===== src/ubrg_map.svh =====
`ifndef UBRG_MAP_SVH
`define UBRG_MAP_SVH

// Register select codes on the special function register port
`define UBRG_SEL_POWER_CONTROL 2'h0
`define UBRG_SEL_BAUD_CONTROL 2'h1
`define UBRG_SEL_BAUD_TIMER 2'h2

// Power control register fields
`define UBRG_POWER_CONTROL_REG_DOUBLE_BIT 7

// Baud control register fields
`define UBRG_BAUD_CONTROL_REG_RUN_BIT 0
`define UBRG_BAUD_CONTROL_REG_PRESCALE_HI 3
`define UBRG_BAUD_CONTROL_REG_PRESCALE_LO 1
`define UBRG_BAUD_CONTROL_REG_DETECT_DIS_BIT 4
`define UBRG_BAUD_CONTROL_REG_CAPTURE_SEL_BIT 5
`define UBRG_BAUD_CONTROL_REG_RANGE_HI 7
`define UBRG_BAUD_CONTROL_REG_RANGE_LO 6

// Reset values
`define UBRG_POWER_CONTROL_REG_RESET 8'h00
`define UBRG_BAUD_CONTROL_REG_RESET 8'h00
`define UBRG_RELOAD_RESET 8'h00
`define UBRG_COUNT_RESET 8'h00

// Prescaler
`define UBRG_PRESCALE_MAX_CODE 3'h5
`define UBRG_PRESCALE_WIDTH 5

// Baud clock is sixteen times the bit rate
`define UBRG_OVERSAMPLE 16
// Mode 2 fixed divider, in clock cycles per baud clock pulse
`define UBRG_FIXED_DIV_NORMAL (64 / `UBRG_OVERSAMPLE)
`define UBRG_FIXED_DIV_DOUBLE (32 / `UBRG_OVERSAMPLE)

`endif


===== src/ubrg_pkg.sv =====
package ubrg_pkg;
    typedef logic [7:0] ubrg_byte_t;
    typedef logic [1:0] ubrg_sel_t;
    typedef logic [2:0] ubrg_prescale_t;
    typedef logic [1:0] ubrg_range_t;
    typedef enum logic [1:0] {
        UBRG_MODE_RESERVED,
        UBRG_MODE_VAR_8BIT,
        UBRG_MODE_FIXED_9BIT,
        UBRG_MODE_VAR_9BIT
    } ubrg_mode_t;
endpackage


===== src/ubrg_prescaler.sv =====
`include "ubrg_map.svh"

module ubrg_prescaler (
    input wire logic clk, // Peripheral clock
    input wire logic rst, // Asynchronous reset, active high
    input wire logic run, // Generator running
    input wire ubrg_pkg::ubrg_prescale_t code, // Prescale select
    output logic tick // One pulse per prescaled clock period
);
    import ubrg_pkg::*;

    logic [`UBRG_PRESCALE_WIDTH-1:0] cnt_q;
    logic [`UBRG_PRESCALE_WIDTH-1:0] mask;
    ubrg_prescale_t eff_code;

    // Reserved codes behave as the slowest division
    always_comb begin
        eff_code = (code > `UBRG_PRESCALE_MAX_CODE) ? `UBRG_PRESCALE_MAX_CODE : code;
        mask = `UBRG_PRESCALE_WIDTH'((1 << eff_code) - 1);
        tick = run && ((cnt_q & mask) == mask);
    end

    // Free count held at zero while stopped, so each start is aligned
    always_ff @(posedge clk or posedge rst) begin
        if (rst) begin
            cnt_q <= '0;
        end else if (!run) begin
            cnt_q <= '0;
        end else begin
            cnt_q <= cnt_q + `UBRG_PRESCALE_WIDTH'(1);
        end
    end
endmodule // ubrg_prescaler


===== src/ubrg_top.sv =====
`include "ubrg_map.svh"

// How it works
// - Output baud clock runs sixteen times bit rate
// - Mode 2 divides clock by 64 or 32
// - Modes 1 and 3 use generator underflows
// - Bit 7 of power control doubles mode 2
// - Three-bit prescaler feeds eight-bit reload timer
// - Timer counts while running; underflow gives pulse
// - Underflow reloads timer from reload register
// - Reads return live count; writes set reload
// - Write loads timer, deferred until run set
// - Rate is clock/(16*prescale*(reload+1))
// - Prescale codes 000..101 divide 1 to 32
// - Control bit 0 starts and stops generator
// - Control bit 4 disables rate detection
// - Control bit 5 routes capture pin
// - Control bits 7:6 pick detection range
// - Serial mode picks fixed or variable source
module ubrg_top (
    input wire logic clk, // Peripheral clock, 20 MHz
    input wire logic rst, // Asynchronous reset, active high
    input wire ubrg_pkg::ubrg_sel_t sfr_sel, // Register select
    input wire logic sfr_wr, // Write strobe, one cycle
    input wire logic sfr_rd, // Read strobe, one cycle
    input wire ubrg_pkg::ubrg_byte_t sfr_wdata, // Write data
    output ubrg_pkg::ubrg_byte_t sfr_rdata_q, // Read data, valid after a read strobe
    input wire logic serial_mode_high, // Serial mode bit, upper
    input wire logic serial_mode_low, // Serial mode bit, lower
    input wire logic external_capture_pin, // Capture pin level
    output logic baud_clk16_q, // Baud clock pulse to the serial channel
    output logic double_rate_select_q, // Mode 2 double rate
    output logic rate_detect_disable_q, // Rate detection disabled
    output logic capture_pin_select_q, // Capture pin routed to timer function
    output ubrg_pkg::ubrg_range_t detect_range_select_q, // Detection rate range
    output logic detect_capture_q, // Capture pin as seen by rate detection
    output logic timer2_capture_q // Capture pin as seen by the timer function
);
    import ubrg_pkg::*;

    // Control state
    logic run_q;
    ubrg_prescale_t prescale_select_q;
    ubrg_byte_t reload_value_q;
    ubrg_byte_t count_q;
    logic load_pending_q;
    logic run_prev_q;
    logic [1:0] fixed_cnt_q;

    // Decoded strobes
    logic power_control_reg_wr;
    logic baud_control_reg_wr;
    logic bg_wr;
    logic bg_rd;
    ubrg_mode_t mode;
    logic var_mode;
    logic fixed_mode;
    logic div_tick;
    logic underflow;
    logic run_start;
    logic fixed_pulse;
    logic [1:0] fixed_top;

    always_comb begin
        power_control_reg_wr = sfr_wr && (sfr_sel == `UBRG_SEL_POWER_CONTROL);
        baud_control_reg_wr = sfr_wr && (sfr_sel == `UBRG_SEL_BAUD_CONTROL);
        bg_wr = sfr_wr && (sfr_sel == `UBRG_SEL_BAUD_TIMER);
        bg_rd = sfr_rd && (sfr_sel == `UBRG_SEL_BAUD_TIMER);
    end

    // Serial mode selects the baud clock source
    always_comb begin
        mode = ubrg_mode_t'({serial_mode_high, serial_mode_low});
        var_mode = (mode == UBRG_MODE_VAR_8BIT) || (mode == UBRG_MODE_VAR_9BIT);
        fixed_mode = (mode == UBRG_MODE_FIXED_9BIT);
    end

    ubrg_prescaler u_prescaler (
        .clk(clk),
        .rst(rst),
        .run(run_q),
        .code(prescale_select_q),
        .tick(div_tick)
    );

    always_comb begin
        run_start = run_q && !run_prev_q;
        underflow = div_tick && (count_q == 8'h00);
    end

    // Power control: only the double rate bit is held here
    always_ff @(posedge clk or posedge rst) begin
        if (rst) begin
            double_rate_select_q <= 1'(`UBRG_POWER_CONTROL_REG_RESET >> `UBRG_POWER_CONTROL_REG_DOUBLE_BIT);
        end else if (power_control_reg_wr) begin
            double_rate_select_q <= sfr_wdata[`UBRG_POWER_CONTROL_REG_DOUBLE_BIT];
        end
    end

    // Baud control register
    always_ff @(posedge clk or posedge rst) begin
        if (rst) begin
            run_q <= 1'b0;
            prescale_select_q <= 3'h0;
            rate_detect_disable_q <= 1'b0;
            capture_pin_select_q <= 1'b0;
            detect_range_select_q <= 2'h0;
        end else if (baud_control_reg_wr) begin
            run_q <= sfr_wdata[`UBRG_BAUD_CONTROL_REG_RUN_BIT];
            prescale_select_q <= sfr_wdata[`UBRG_BAUD_CONTROL_REG_PRESCALE_HI:`UBRG_BAUD_CONTROL_REG_PRESCALE_LO];
            rate_detect_disable_q <= sfr_wdata[`UBRG_BAUD_CONTROL_REG_DETECT_DIS_BIT];
            capture_pin_select_q <= sfr_wdata[`UBRG_BAUD_CONTROL_REG_CAPTURE_SEL_BIT];
            detect_range_select_q <= sfr_wdata[`UBRG_BAUD_CONTROL_REG_RANGE_HI:`UBRG_BAUD_CONTROL_REG_RANGE_LO];
        end
    end

    always_ff @(posedge clk or posedge rst) begin
        if (rst) begin
            run_prev_q <= 1'b0;
        end else begin
            run_prev_q <= run_q;
        end
    end

    // Reload register: every write lands here, running or not
    always_ff @(posedge clk or posedge rst) begin
        if (rst) begin
            reload_value_q <= `UBRG_RELOAD_RESET;
        end else if (bg_wr) begin
            reload_value_q <= sfr_wdata;
        end
    end

    // A write while stopped is remembered and applied once run is set
    always_ff @(posedge clk or posedge rst) begin
        if (rst) begin
            load_pending_q <= 1'b0;
        end else if (bg_wr && !run_q) begin
            load_pending_q <= 1'b1;
        end else if (run_start) begin
            load_pending_q <= 1'b0;
        end
    end

    // Down counter with auto reload
    always_ff @(posedge clk or posedge rst) begin
        if (rst) begin
            count_q <= `UBRG_COUNT_RESET;
        end else if (bg_wr && run_q) begin
            count_q <= sfr_wdata;
        end else if (run_start && load_pending_q) begin
            count_q <= reload_value_q;
        end else if (underflow) begin
            count_q <= reload_value_q;
        end else if (div_tick) begin
            count_q <= count_q - 8'h01;
        end
    end

    // Mode 2 fixed divider for the sixteen-times clock
    always_comb begin
        fixed_top = double_rate_select_q ? 2'(`UBRG_FIXED_DIV_DOUBLE - 1)
                                         : 2'(`UBRG_FIXED_DIV_NORMAL - 1);
        fixed_pulse = fixed_mode && (fixed_cnt_q >= fixed_top);
    end

    always_ff @(posedge clk or posedge rst) begin
        if (rst) begin
            fixed_cnt_q <= 2'h0;
        end else if (!fixed_mode || fixed_pulse) begin
            fixed_cnt_q <= 2'h0;
        end else begin
            fixed_cnt_q <= fixed_cnt_q + 2'h1;
        end
    end

    // Baud clock: one pulse per underflow or per fixed period
    always_ff @(posedge clk or posedge rst) begin
        if (rst) begin
            baud_clk16_q <= 1'b0;
        end else if (var_mode) begin
            baud_clk16_q <= underflow;
        end else begin
            baud_clk16_q <= fixed_pulse;
        end
    end

    // Register read port; timer select returns the live count
    always_ff @(posedge clk or posedge rst) begin
        if (rst) begin
            sfr_rdata_q <= 8'h00;
        end else if (sfr_rd) begin
            case (sfr_sel)
                `UBRG_SEL_POWER_CONTROL: begin
                    sfr_rdata_q <= {double_rate_select_q, 7'h00};
                end
                `UBRG_SEL_BAUD_CONTROL: begin
                    sfr_rdata_q <= {detect_range_select_q, capture_pin_select_q,
                                    rate_detect_disable_q, prescale_select_q, run_q};
                end
                `UBRG_SEL_BAUD_TIMER: begin
                    sfr_rdata_q <= count_q;
                end
                default: begin
                    sfr_rdata_q <= 8'h00;
                end
            endcase
        end
    end

    // Capture pin routing
    always_ff @(posedge clk or posedge rst) begin
        if (rst) begin
            detect_capture_q <= 1'b1;
            timer2_capture_q <= 1'b1;
        end else begin
            detect_capture_q <= capture_pin_select_q ? 1'b1 : external_capture_pin;
            timer2_capture_q <= capture_pin_select_q ? external_capture_pin : 1'b1;
        end
    end
endmodule // ubrg_top

===== config.mk =====
export PLATFORM = sky130hd
export DESIGN_NAME = ubrg_top
export DESIGN_NICKNAME = d
export VERILOG_FILES = /design/src/ubrg_pkg.sv /design/src/ubrg_prescaler.sv /design/src/ubrg_top.sv
export VERILOG_INCLUDE_DIRS = /design/src
export SDC_FILE = /design/constraint.sdc
export NUM_CORES = 1
export LEC_CHECK = 0
export BUFFER_PORTS_ARGS = -buffer_cell sky130_fd_sc_hd__buf_4
export CAP_MARGIN = 15
export CORE_ASPECT_RATIO = 0.9
export CORE_UTILIZATION = 27
export DETAILED_ROUTE_END_ITERATION = 10
export PLACE_DENSITY = 0.5
export SLEW_MARGIN = 5
export SYNTH_ARGS = -nofsm -noshare
export SYNTH_HDL_FRONTEND = slang
export SYNTH_SLANG_ARGS = --single-unit

===== constraint.sdc =====
create_clock -name clk -period 3.7 [get_ports clk]
set_clock_uncertainty 0.15 [all_clocks]
set_input_delay 0.37 -clock clk [delete_from_list [all_inputs] [get_ports clk]]
set_output_delay 0.37 -clock clk [all_outputs]
set_load 0.02 [all_outputs]

# == Word-level counts from Yosys, hierarchy flattened ==
# Index checks and enable logic that the tools add are counted.
# word_totals
regBits,45
latch_bits,0
mem_bits_rw,0
mem_bits_ro,0
input_bits,17
out_inout_bits,16
word_cells,63
mem_count,0
# classes
addsub,4
n_mul,0
div,0
n_lt_le_gt_ge,2
n_eq_ne,6
shifts,1
muxes,14
bitwise,1
reduce_logical,19
# op_table
cell,count
two-way mux 8 bit,4
one-hot mux 8 bit (3 select lines),1
logical AND 1 bit,10
zero test 8 bit,1
subtractor 8 x 1 -> 8 bit (second input constant),1
== test 2 bit (second input constant),3
adder 5 x 1 -> 5 bit (second input constant),1
bitwise AND 5 bit,1
== test 5 bit,1
two-way mux 1 bit,5
two-way mux 5 bit,1
<< shifter 1 x 3 -> 5 bit (first input constant),1
subtractor 5 x 2 -> 5 bit (second input constant),1
== test 2 x 1 -> 1 bit (second input constant),2
two-way mux 2 bit,2
nonzero test 4 bit,1
> comparator 3 bit (second input constant),1
zero test 1 bit,3
two-way mux 3 bit,1
adder 2 x 1 -> 2 bit (second input constant),1
greater-or-equal comparator 2 bit,1
zero test 2 bit,1
logical OR 1 bit,2
nonzero test 2 bit,1

# == Depth between registers and ports, before layout ==
# Gate-level depths: netlist of run 1.
# depth
word_depth,11
depth_mapped,9
mapped_depth_nobuf,8

# == Modules after synthesis ==
# From an unflattened synthesis of run 1, not the netlist that was laid out.
# hier_totals
hier_cells,205
area_unflattened_um2,2235.9
# modules_own_cells
mod,instances,cells_each,area_per_inst_um2,seq_area_each_um2
ubrg_top,1,179,1981.9,1003.5
ubrg_prescaler,1,26,254.0,125.1

# == Worst setup path after synthesis of run 1 ==
# OpenSTA, ideal clock, no wires.
# synth_path
path_kind,register to register
startpoint,register prescale_select_q[2]
endpoint,register count_q[3]
setup_time_ns,0.092
arrival_time_ns,2.393
required_time_ns,3.458
path_slack_ns,1.065
stages_incl_launch_ff,9
path_buffers,1
period_less_slack_ns,2.635
cell_sequence,dfrtp_1 -> or3b_2 -> ha_1 -> nor2b_1 -> mux2_4 -> or4_4 -> buf_6 -> and4_4 -> o31ai_2
# synth_between
elab_chain_len,11
elab_cells_between_ends,12
cone_classes,1 x add/sub; 1 x order compare; 1 x eq/ne; 1 x shift; 4 x mux; 1 x bitwise; 3 x reduce/logical
# synth_rtl
element,line_no,source
start: declaration,ubrg_top.sv:43,ubrg_prescale_t prescale_select_q;
start signal: assignment,ubrg_top.sv:110,prescale_select_q <= sfr_wdata[`UBRG_BAUD_CONTROL_REG_PRESCALE_HI:`UBRG_BAUD_CONTROL_REG_PRESCALE_LO];
> comparator 3 bit (no source line),-,
two-way mux 3 bit *,ubrg_prescaler.sv:18,eff_code = (code > `UBRG_PRESCALE_MAX_CODE) ? `UBRG_PRESCALE_MAX_CODE : code;
<< shifter 1 x 3 -> 5 bit *,ubrg_prescaler.sv:19,mask = `UBRG_PRESCALE_WIDTH'((1 << eff_code) - 1);
subtractor 5 x 2 -> 5 bit *,ubrg_prescaler.sv:19,
bitwise AND 5 bit,ubrg_prescaler.sv:20,tick = run && ((cnt_q & mask) == mask);
== test 5 bit *,ubrg_prescaler.sv:20,
logical AND 1 bit *,ubrg_prescaler.sv:20,
logical AND 1 bit,ubrg_top.sv:88,underflow = div_tick && (count_q == 8'h00);
two-way mux 8 bit,ubrg_top.sv:153,end else if (underflow) begin
two-way mux 8 bit,ubrg_top.sv:151,end else if (run_start && load_pending_q) begin
two-way mux 8 bit,ubrg_top.sv:149,end else if (bg_wr && run_q) begin
end signal: assignment,ubrg_top.sv:150,count_q <= sfr_wdata;
end signal: assignment,ubrg_top.sv:152,count_q <= reload_value_q;
end signal: assignment,ubrg_top.sv:154,count_q <= reload_value_q;
end: declaration,ubrg_top.sv:45,ubrg_byte_t count_q;
# Every way passes the cells marked *; elsewhere a longest branch is shown, timed or not.
# A chain may end at the register's enable or synchronous reset.

# == Worst setup path in the final report of run 1 ==
# Same ends and word-level chain as after synthesis.

==> flow_metrics.env, run 1 <==
export IMPL_fin_cells=337
export IMPL_layout_setup_ws_ps=967
export IMPL_crit_path_max_incr_delay_ps=570
export IMPL_synthesis_nets=226
export IMPL_clk_latency_ps=290
export IMPL_drt_iter0_markers=84
export IMPL_antenna_cells=0
export IMPL_num_vias=1702
export IMPL_clk_pin_slew_ps=80
export IMPL_synth_ff_type="dfrtp_1"
export IMPL_cts_setup_buffers=0
export IMPL_required_ps=3760
export IMPL_hold_class="in -> reg"
export IMPL_fp_row_count=31
export IMPL_worstMarginPinSlew_ps=939
export IMPL_hpwl_um=3730
export IMPL_syn_area_per_cell_um2=10.9
export IMPL_synth_most_common_cell="dfrtp_1"
export IMPL_synth_async_reset_ratio_pct=100
export IMPL_rr_startpoint="prescale_select_q[2]"
export IMPL_p_int_mw=0.973
export IMPL_layout_drive_gt1_share_pct=29.0
export IMPL_startpoint_type="flip-flop"
export IMPL_reg2regPathDepth=7
export IMPL_post_place_ws_ps=979
export IMPL_synth_edf_count=0
export IMPL_core_um2=8030
export IMPL_pin_count=33
export IMPL_cts_tree="built"
export IMPL_fin_nets=258
export IMPL_yosysTopAreaCell="dfrtp_1"
export IMPL_synth_seq_cells=45
export IMPL_worstSetupEndpoint="count_q[3]"
export IMPL_syn_to_final_growth_pct=18.4
export IMPL_post_route_drc_count=3
export IMPL_grt_pass1_wl_um=8530
export IMPL_fin_tns_setup_ps=0
export IMPL_fp_dieH_um=88.2
export IMPL_violations="DRC"
export IMPL_yosys_warnings=0
export IMPL_htreeDepth=2
export IMPL_timing_fmax_mhz=366
export IMPL_outcome="complete, but fails checks"
export IMPL_r2r_end="count_q[3]"
export IMPL_multi_input_area_um2=1020
export IMPL_clkSinkCount=45
export IMPL_worst_path_buf_inv=0
export IMPL_seq_power_share_pct=48.3
export IMPL_seqCellArea_um2=1130
export IMPL_fin_crit_ps=2730
export IMPL_yosysTopAreaCellShare_pct=48.3
export IMPL_wirelength_um=5200
export IMPL_crit_fanout=9
export IMPL_maxSlewViolCount=0
export IMPL_cp_end_kind="flip-flop"
export IMPL_vdd_drop_max_uv=160
export IMPL_nFillCells=813
export IMPL_synth_area_um2=2230
export IMPL_slew_headroom_pct=37.3
export IMPL_p_leak_nw=1.15
export IMPL_fin_crit_sh_pct=73.9
export IMPL_cp_num_cells=7
export IMPL_ant_nets=0
export IMPL_crit_chain="or3b_2, ha_1, nor2b_1, mux2_4, or4_4, and4_4, o31ai_2"
export IMPL_vias_per_cell=5.05
export IMPL_arrival_ps=2790
export IMPL_start_util_pct=27.8
export IMPL_routedWlPerCell_um=15.4
export IMPL_synth_commonest_cells="dfrtp_1, nor2_1, mux2_2"
export IMPL_first_pass_iters=7
export IMPL_path_delay_family="simple AND/OR/NAND/NOR gates"
export IMPL_grt_max_degree=46
export IMPL_grt_usage_pct=12.9
export IMPL_switchingPower_mw=0.527
export IMPL_ys_types=45
export IMPL_root_buffer="clkbuf_8"
export IMPL_p_sw_share_pct=35.1
export IMPL_worstSetupPathType="reg -> reg"
export IMPL_drv_cap=0
export IMPL_fp_dieW_um=97.8
export IMPL_ys_top_cells_by_area="dfrtp_1, mux2_2, nor2_1, a21oi_1, a22oi_1"
export IMPL_rsz0062_at_grt="false"
export IMPL_powerDensity_nw_per_um2=569
export IMPL_gr_total_overflow=0
export IMPL_numCtsBuffers=5
export IMPL_p_comb_share_pct=32.4
export IMPL_synthCells=205
export IMPL_hold_viol=0
export IMPL_yosysSeqAreaShare_pct=50.6
export IMPL_setup_viol=0
export IMPL_worst_r2r_setup_slack_ps=970
export IMPL_cts_buffer_depth=2
export IMPL_power_frac_clock_pct=19.3
export IMPL_p_total_mw=1.50
export IMPL_first_global_vias=1572
export IMPL_cts_hold_buf=0
export IMPL_dieArea_um2=8630
export IMPL_crit_path_top_delay_cell="or4_4"
export IMPL_antenna_found_initial=0
export IMPL_io_buffers=32
export IMPL_placed_cells=329
export IMPL_gp_congestion=0.848
export IMPL_cp_startpoint="prescale_select_q[2]"
export IMPL_post_cts_resized=0
[flip-flops by register name, indices dropped and copies added, names as in the netlist, 2 cells and up]
signal	flops
detect_range_select_q	2
u_prescaler.cnt_q	5
fixed_cnt_q	2
reload_value_q	8
sfr_rdata_q	8
count_q	8
prescale_select_q	3
[cells by family (layout without fill, tap and decap cells)]
group,after synthesis,after routing,share of synthesized area (%)
AOI/OAI and AO/OA,49,49,15.3
muxes,23,23,11.5
xor gates and xnor gates,6,6,2.36
adders and majority gates,4,4,2.24
buffers and inverters,16,49,3.42
and+or+nand+nor,62,62,14.6
DFF,45,45,50.6
[cell usage in the layout, fill, tap and decap left out, types with 6 or more instances in the layout]
cell type / netlist / routed
a21oi_1: 16 / 16
a22oi_1: 10 / 10
buf_4: 2 / 34
dfrtp_1: 43 / 43
inv_1: 7 / 6
mux2_2: 17 / 17
nand2_1: 7 / 7
nand3_1: 7 / 7
nor2_1: 24 / 24
[per-layer routing]
| metal | vias up | wire, µm | track usage [%] |
|---|---|---|---|
| met3 | 7 | 255 | 2.69 |
| met4 | 0 | 90 | 5.79 |
| met5 | - | 0 | 0 |
| li1 | 812 | - | - |
| met2 | 52 | 2290 | 19.0 |
| met1 | 831 | 2560 | 18.4 |
[per-stage QoR]
step / instance area [µm²] / util, % / hold slack (ps)
2_1_floorplan: 2230 / - / 203
3_3_place_gp: 2560 / 31.9 / 290
3_5_place_dp: 2560 / 31.9 / 298
4_1_cts: 2640 / 32.9 / 111
5_1_grt: 2640 / 32.9 / 110
6_report: 2640 / 32.9 / 119
[worst reg2reg max path, cell delays in order (launching register included)]
cell,delay (ps)
dfrtp_1,430
or3b_2,490
ha_1,200
nor2b_1,130
mux2_4,290
or4_4,570
and4_4,220
o31ai_2,170
[area by class of cell]
| class | count | share of cell area, % |
|---|---|---|
| tap | 99 | 4.69 |
| inverter | 7 | 0.996 |
| clock buffer | 8 | 3.03 |
| sequential | 45 | 42.8 |
| timing repair buffer | 34 | 9.67 |
| multi-input combinational | 144 | 38.8 |
[worst min-delay path by stage]
stage                         startpoint          endpoint  slack [ps]  cells after the start
global route        external_capture_pin  detect_capture_q         110                      2
CTS                 external_capture_pin  detect_capture_q         110                      2
floorplan                          run_q        run_prev_q         200                      0
finish              external_capture_pin  detect_capture_q         120                      2
global placement          fixed_cnt_q[0]    fixed_cnt_q[0]         290                      1
detailed placement        fixed_cnt_q[0]    fixed_cnt_q[0]         300                      1
[power groups by stage]
stage / Sequential [mW] / Clock (mW) / Combinational, mW
after detailed placement: 0.731 / 0 / 0.484
after global routing: 0.742 / 0.326 / 0.545
after floorplan: 0.728 / 0 / 0.332
after CTS: 0.722 / 0.305 / 0.487
final: 0.724 / 0.290 / 0.486
after global placement: 0.730 / 0 / 0.484
Power figures use the tool's default switching activity.
==> run 2, diff against run 1 <==
--- a/config.mk
+++ b/config.mk
@@ -11,7 +11,7 @@
 export CORE_ASPECT_RATIO = 0.9
 export CORE_UTILIZATION = 27
 export DETAILED_ROUTE_END_ITERATION = 10
-export PLACE_DENSITY = 0.5
+export PLACE_DENSITY = 0.51
 export SLEW_MARGIN = 5
 export SYNTH_ARGS = -nofsm -noshare
 export SYNTH_HDL_FRONTEND = slang
==> constraint.sdc (replaced) <==
create_clock -name clk -period 2.3 [get_ports clk]
set_clock_uncertainty 0.15 [all_clocks]
set_input_delay 0.23 -clock clk [delete_from_list [all_inputs] [get_ports clk]]
set_output_delay 0.23 -clock clk [all_outputs]
set_load 0.02 [all_outputs]
==> flow_metrics.env, run 2 (synthesized netlist as in run 1, its figures left out) <==
export IMPL_root_buffer="clkbuf_8"
export IMPL_p_comb_share_pct=39.1
export IMPL_holdWs_ps=32.9
export IMPL_post_route_drc_count=6
export IMPL_fp_dieW_um=97.8
export IMPL_cts_buffer_depth=2
export IMPL_p_leak_nw=1.29
export IMPL_hold_class="in -> reg"
export IMPL_rsz0062_at_grt="true"
export IMPL_r2r_end="count_q[2]"
export IMPL_p_sw_share_pct=36.2
export IMPL_startpoint_type="flip-flop"
export IMPL_fin_crit_ps=2460
export IMPL_drt_iter0_markers=116
export IMPL_dieArea_um2=8630
export IMPL_timing_fmax_mhz=406
export IMPL_routedWlPerCell_um=15.4
export IMPL_seq_power_share_pct=42.8
export IMPL_grt_max_degree=46
export IMPL_crit_fanout=4
export IMPL_fin_nets=279
export IMPL_worstSetupEndpoint="count_q[2]"
export IMPL_clk_pin_slew_ps=80
export IMPL_final_cell_mix="buf_4, dfrtp_1, nor2_1, mux2_2, a21oi_1"
export IMPL_reg2regPathDepth=7
export IMPL_worstMarginPinSlew_ps=864
export IMPL_p_int_mw=1.70
export IMPL_fp_dieH_um=88.2
export IMPL_placed_cells=343
export IMPL_violations="DRC, setup timing"
export IMPL_antenna_cells=0
export IMPL_outcome="complete, but fails checks"
export IMPL_vias_per_cell=4.96
export IMPL_grt_pass1_wl_um=9010
export IMPL_clk_latency_ps=300
export IMPL_hold_viol=0
export IMPL_layout_drive_gt1_share_pct=37.8
export IMPL_hpwl_um=3830
export IMPL_layout_setup_ws_ps=-162
export IMPL_power_frac_clock_pct=18.1
export IMPL_io_buffers=32
export IMPL_wirelength_um=5500
export IMPL_cp_end_kind="flip-flop"
export IMPL_setup_viol=8
export IMPL_rr_startpoint="prescale_select_q[2]"
export IMPL_fin_crit_sh_pct=107
export IMPL_clkSinkCount=45
export IMPL_worstSetupPathType="reg -> reg"
export IMPL_grt_usage_pct=13.7
export IMPL_htreeDepth=2
export IMPL_fp_row_count=31
export IMPL_reg_largest_list="count_q x8, reload_value_q x8, sfr_rdata_q x8"
export IMPL_core_um2=8030
export IMPL_maxSlewViolCount=0
export IMPL_final_common_cell="buf_4"
export IMPL_first_pass_iters=7
export IMPL_syn_to_final_growth_pct=32.2
export IMPL_arrival_ps=2500
export IMPL_ant_nets=0
export IMPL_gr_total_overflow=0
export IMPL_pin_count=33
export IMPL_cp_startpoint="prescale_select_q[2]"
export IMPL_first_global_vias=1743
export IMPL_gp_congestion=0.808
export IMPL_nFillCells=810
export IMPL_final_util_pct=36.7
export IMPL_cts_tree="built"
export IMPL_fin_cells=358
export IMPL_slew_headroom_pct=41.9
export IMPL_start_util_pct=27.8
export IMPL_multi_input_area_um2=1150
export IMPL_worst_r2r_setup_slack_ps=-160
export IMPL_p_total_mw=2.67
export IMPL_drv_cap=0
export IMPL_vdd_drop_max_uv=264
export IMPL_seqCellArea_um2=1130
export IMPL_numCtsBuffers=5
export IMPL_switchingPower_mw=0.966
export IMPL_required_ps=2330
export IMPL_powerDensity_nw_per_um2=906
export IMPL_antenna_found_initial=0
export IMPL_num_vias=1777
## run 2: changes by cell type in the layout (fill, tap and decap cells not counted), sizes merged
| cell | previous run | this run |
|---|---|---|
| clkbuf | 8 | 6 |
| or4 | 2 | 3 |
| clkinv | 0 | 2 |
| dlygate4sd3 | 0 | 4 |
| buf | 34 | 50 |
## run 2: power groups by stage
stage | clock [mW] | sequential [mW] | combinational (mW)
2_1_floorplan | 0 | 1.17 | 0.546
3_3_place_gp | 0 | 1.15 | 0.900
3_5_place_dp | 0 | 1.14 | 0.908
4_1_cts | 0.510 | 1.13 | 0.985
5_1_grt | 0.551 | 1.17 | 1.15
6_report | 0.483 | 1.14 | 1.04
## run 2: how the worst min path moves through the flow
| stage | startpoint | end | slack, ps | depth (start not counted) |
|---|---|---|---|---|
| after floorplan | external_capture_pin | detect_capture_q | 190 | 1 |
| after global placement | rst | sfr_rdata_q[0] | 150 | 3 |
| after detailed placement | rst | sfr_rdata_q[2] | 150 | 3 |
| after CTS | sfr_wdata[4] | count_q[4] | 20 | 3 |
| after global routing | sfr_wdata[5] | reload_value_q[5] | 10 | 2 |
| final | sfr_wdata[3] | count_q[3] | 30 | 3 |
## run 2: what timing repair did
action / in CTS / in global routing
hold endpoints to repair: 47 / 0
setup buffers: 2 / 0
setup endpoints to repair: 8 / 9
hold buffers: 4 / 0
pin swaps: 3 / 7
gates resized for setup: 11 / 8
gates cloned: 1 / 0
## run 2: metal layers
metal  vias up  global-route usage [%]  wire length (µm)  share of wire [%]
met4         0                    4.13                46               0.84
met3         6                    4.11               255                4.6
li1        860                       -                 -                  -
met2        49                    20.4              2440                 44
met1       862                    19.2              2760                 50
met5         -                       0                 0                  0
## run 2: stage by stage
stage	cell area (µm²)	worst slack, ps	setup TNS, ps
6_report	2950	-162	-1120
5_1_grt	2950	-265	-1730
4_1_cts	2890	-192	-1100
3_5_place_dp	2690	-198	-1270
3_3_place_gp	2690	-177	-1160
2_1_floorplan	2250	-183	-1200
## run 2: cell type report
class / count / share of cell area [%]
well taps: 99 / 4.20
inverters: 7 / 0.892
flip-flops and latches: 45 / 38.3
multi-input cells: 145 / 38.9
clock inverters: 2 / 0.340
clock buffers: 6 / 2.46
repair buffers: 54 / 14.9
## run 2: critical path, cell delays in order (launching register included)
cell and delay (ps):
dfrtp_1 430, or3b_4 400, ha_4 170, nor2b_4 110
mux2_4 300, or4_4 540, a21oi_4 170, o31ai_4 80
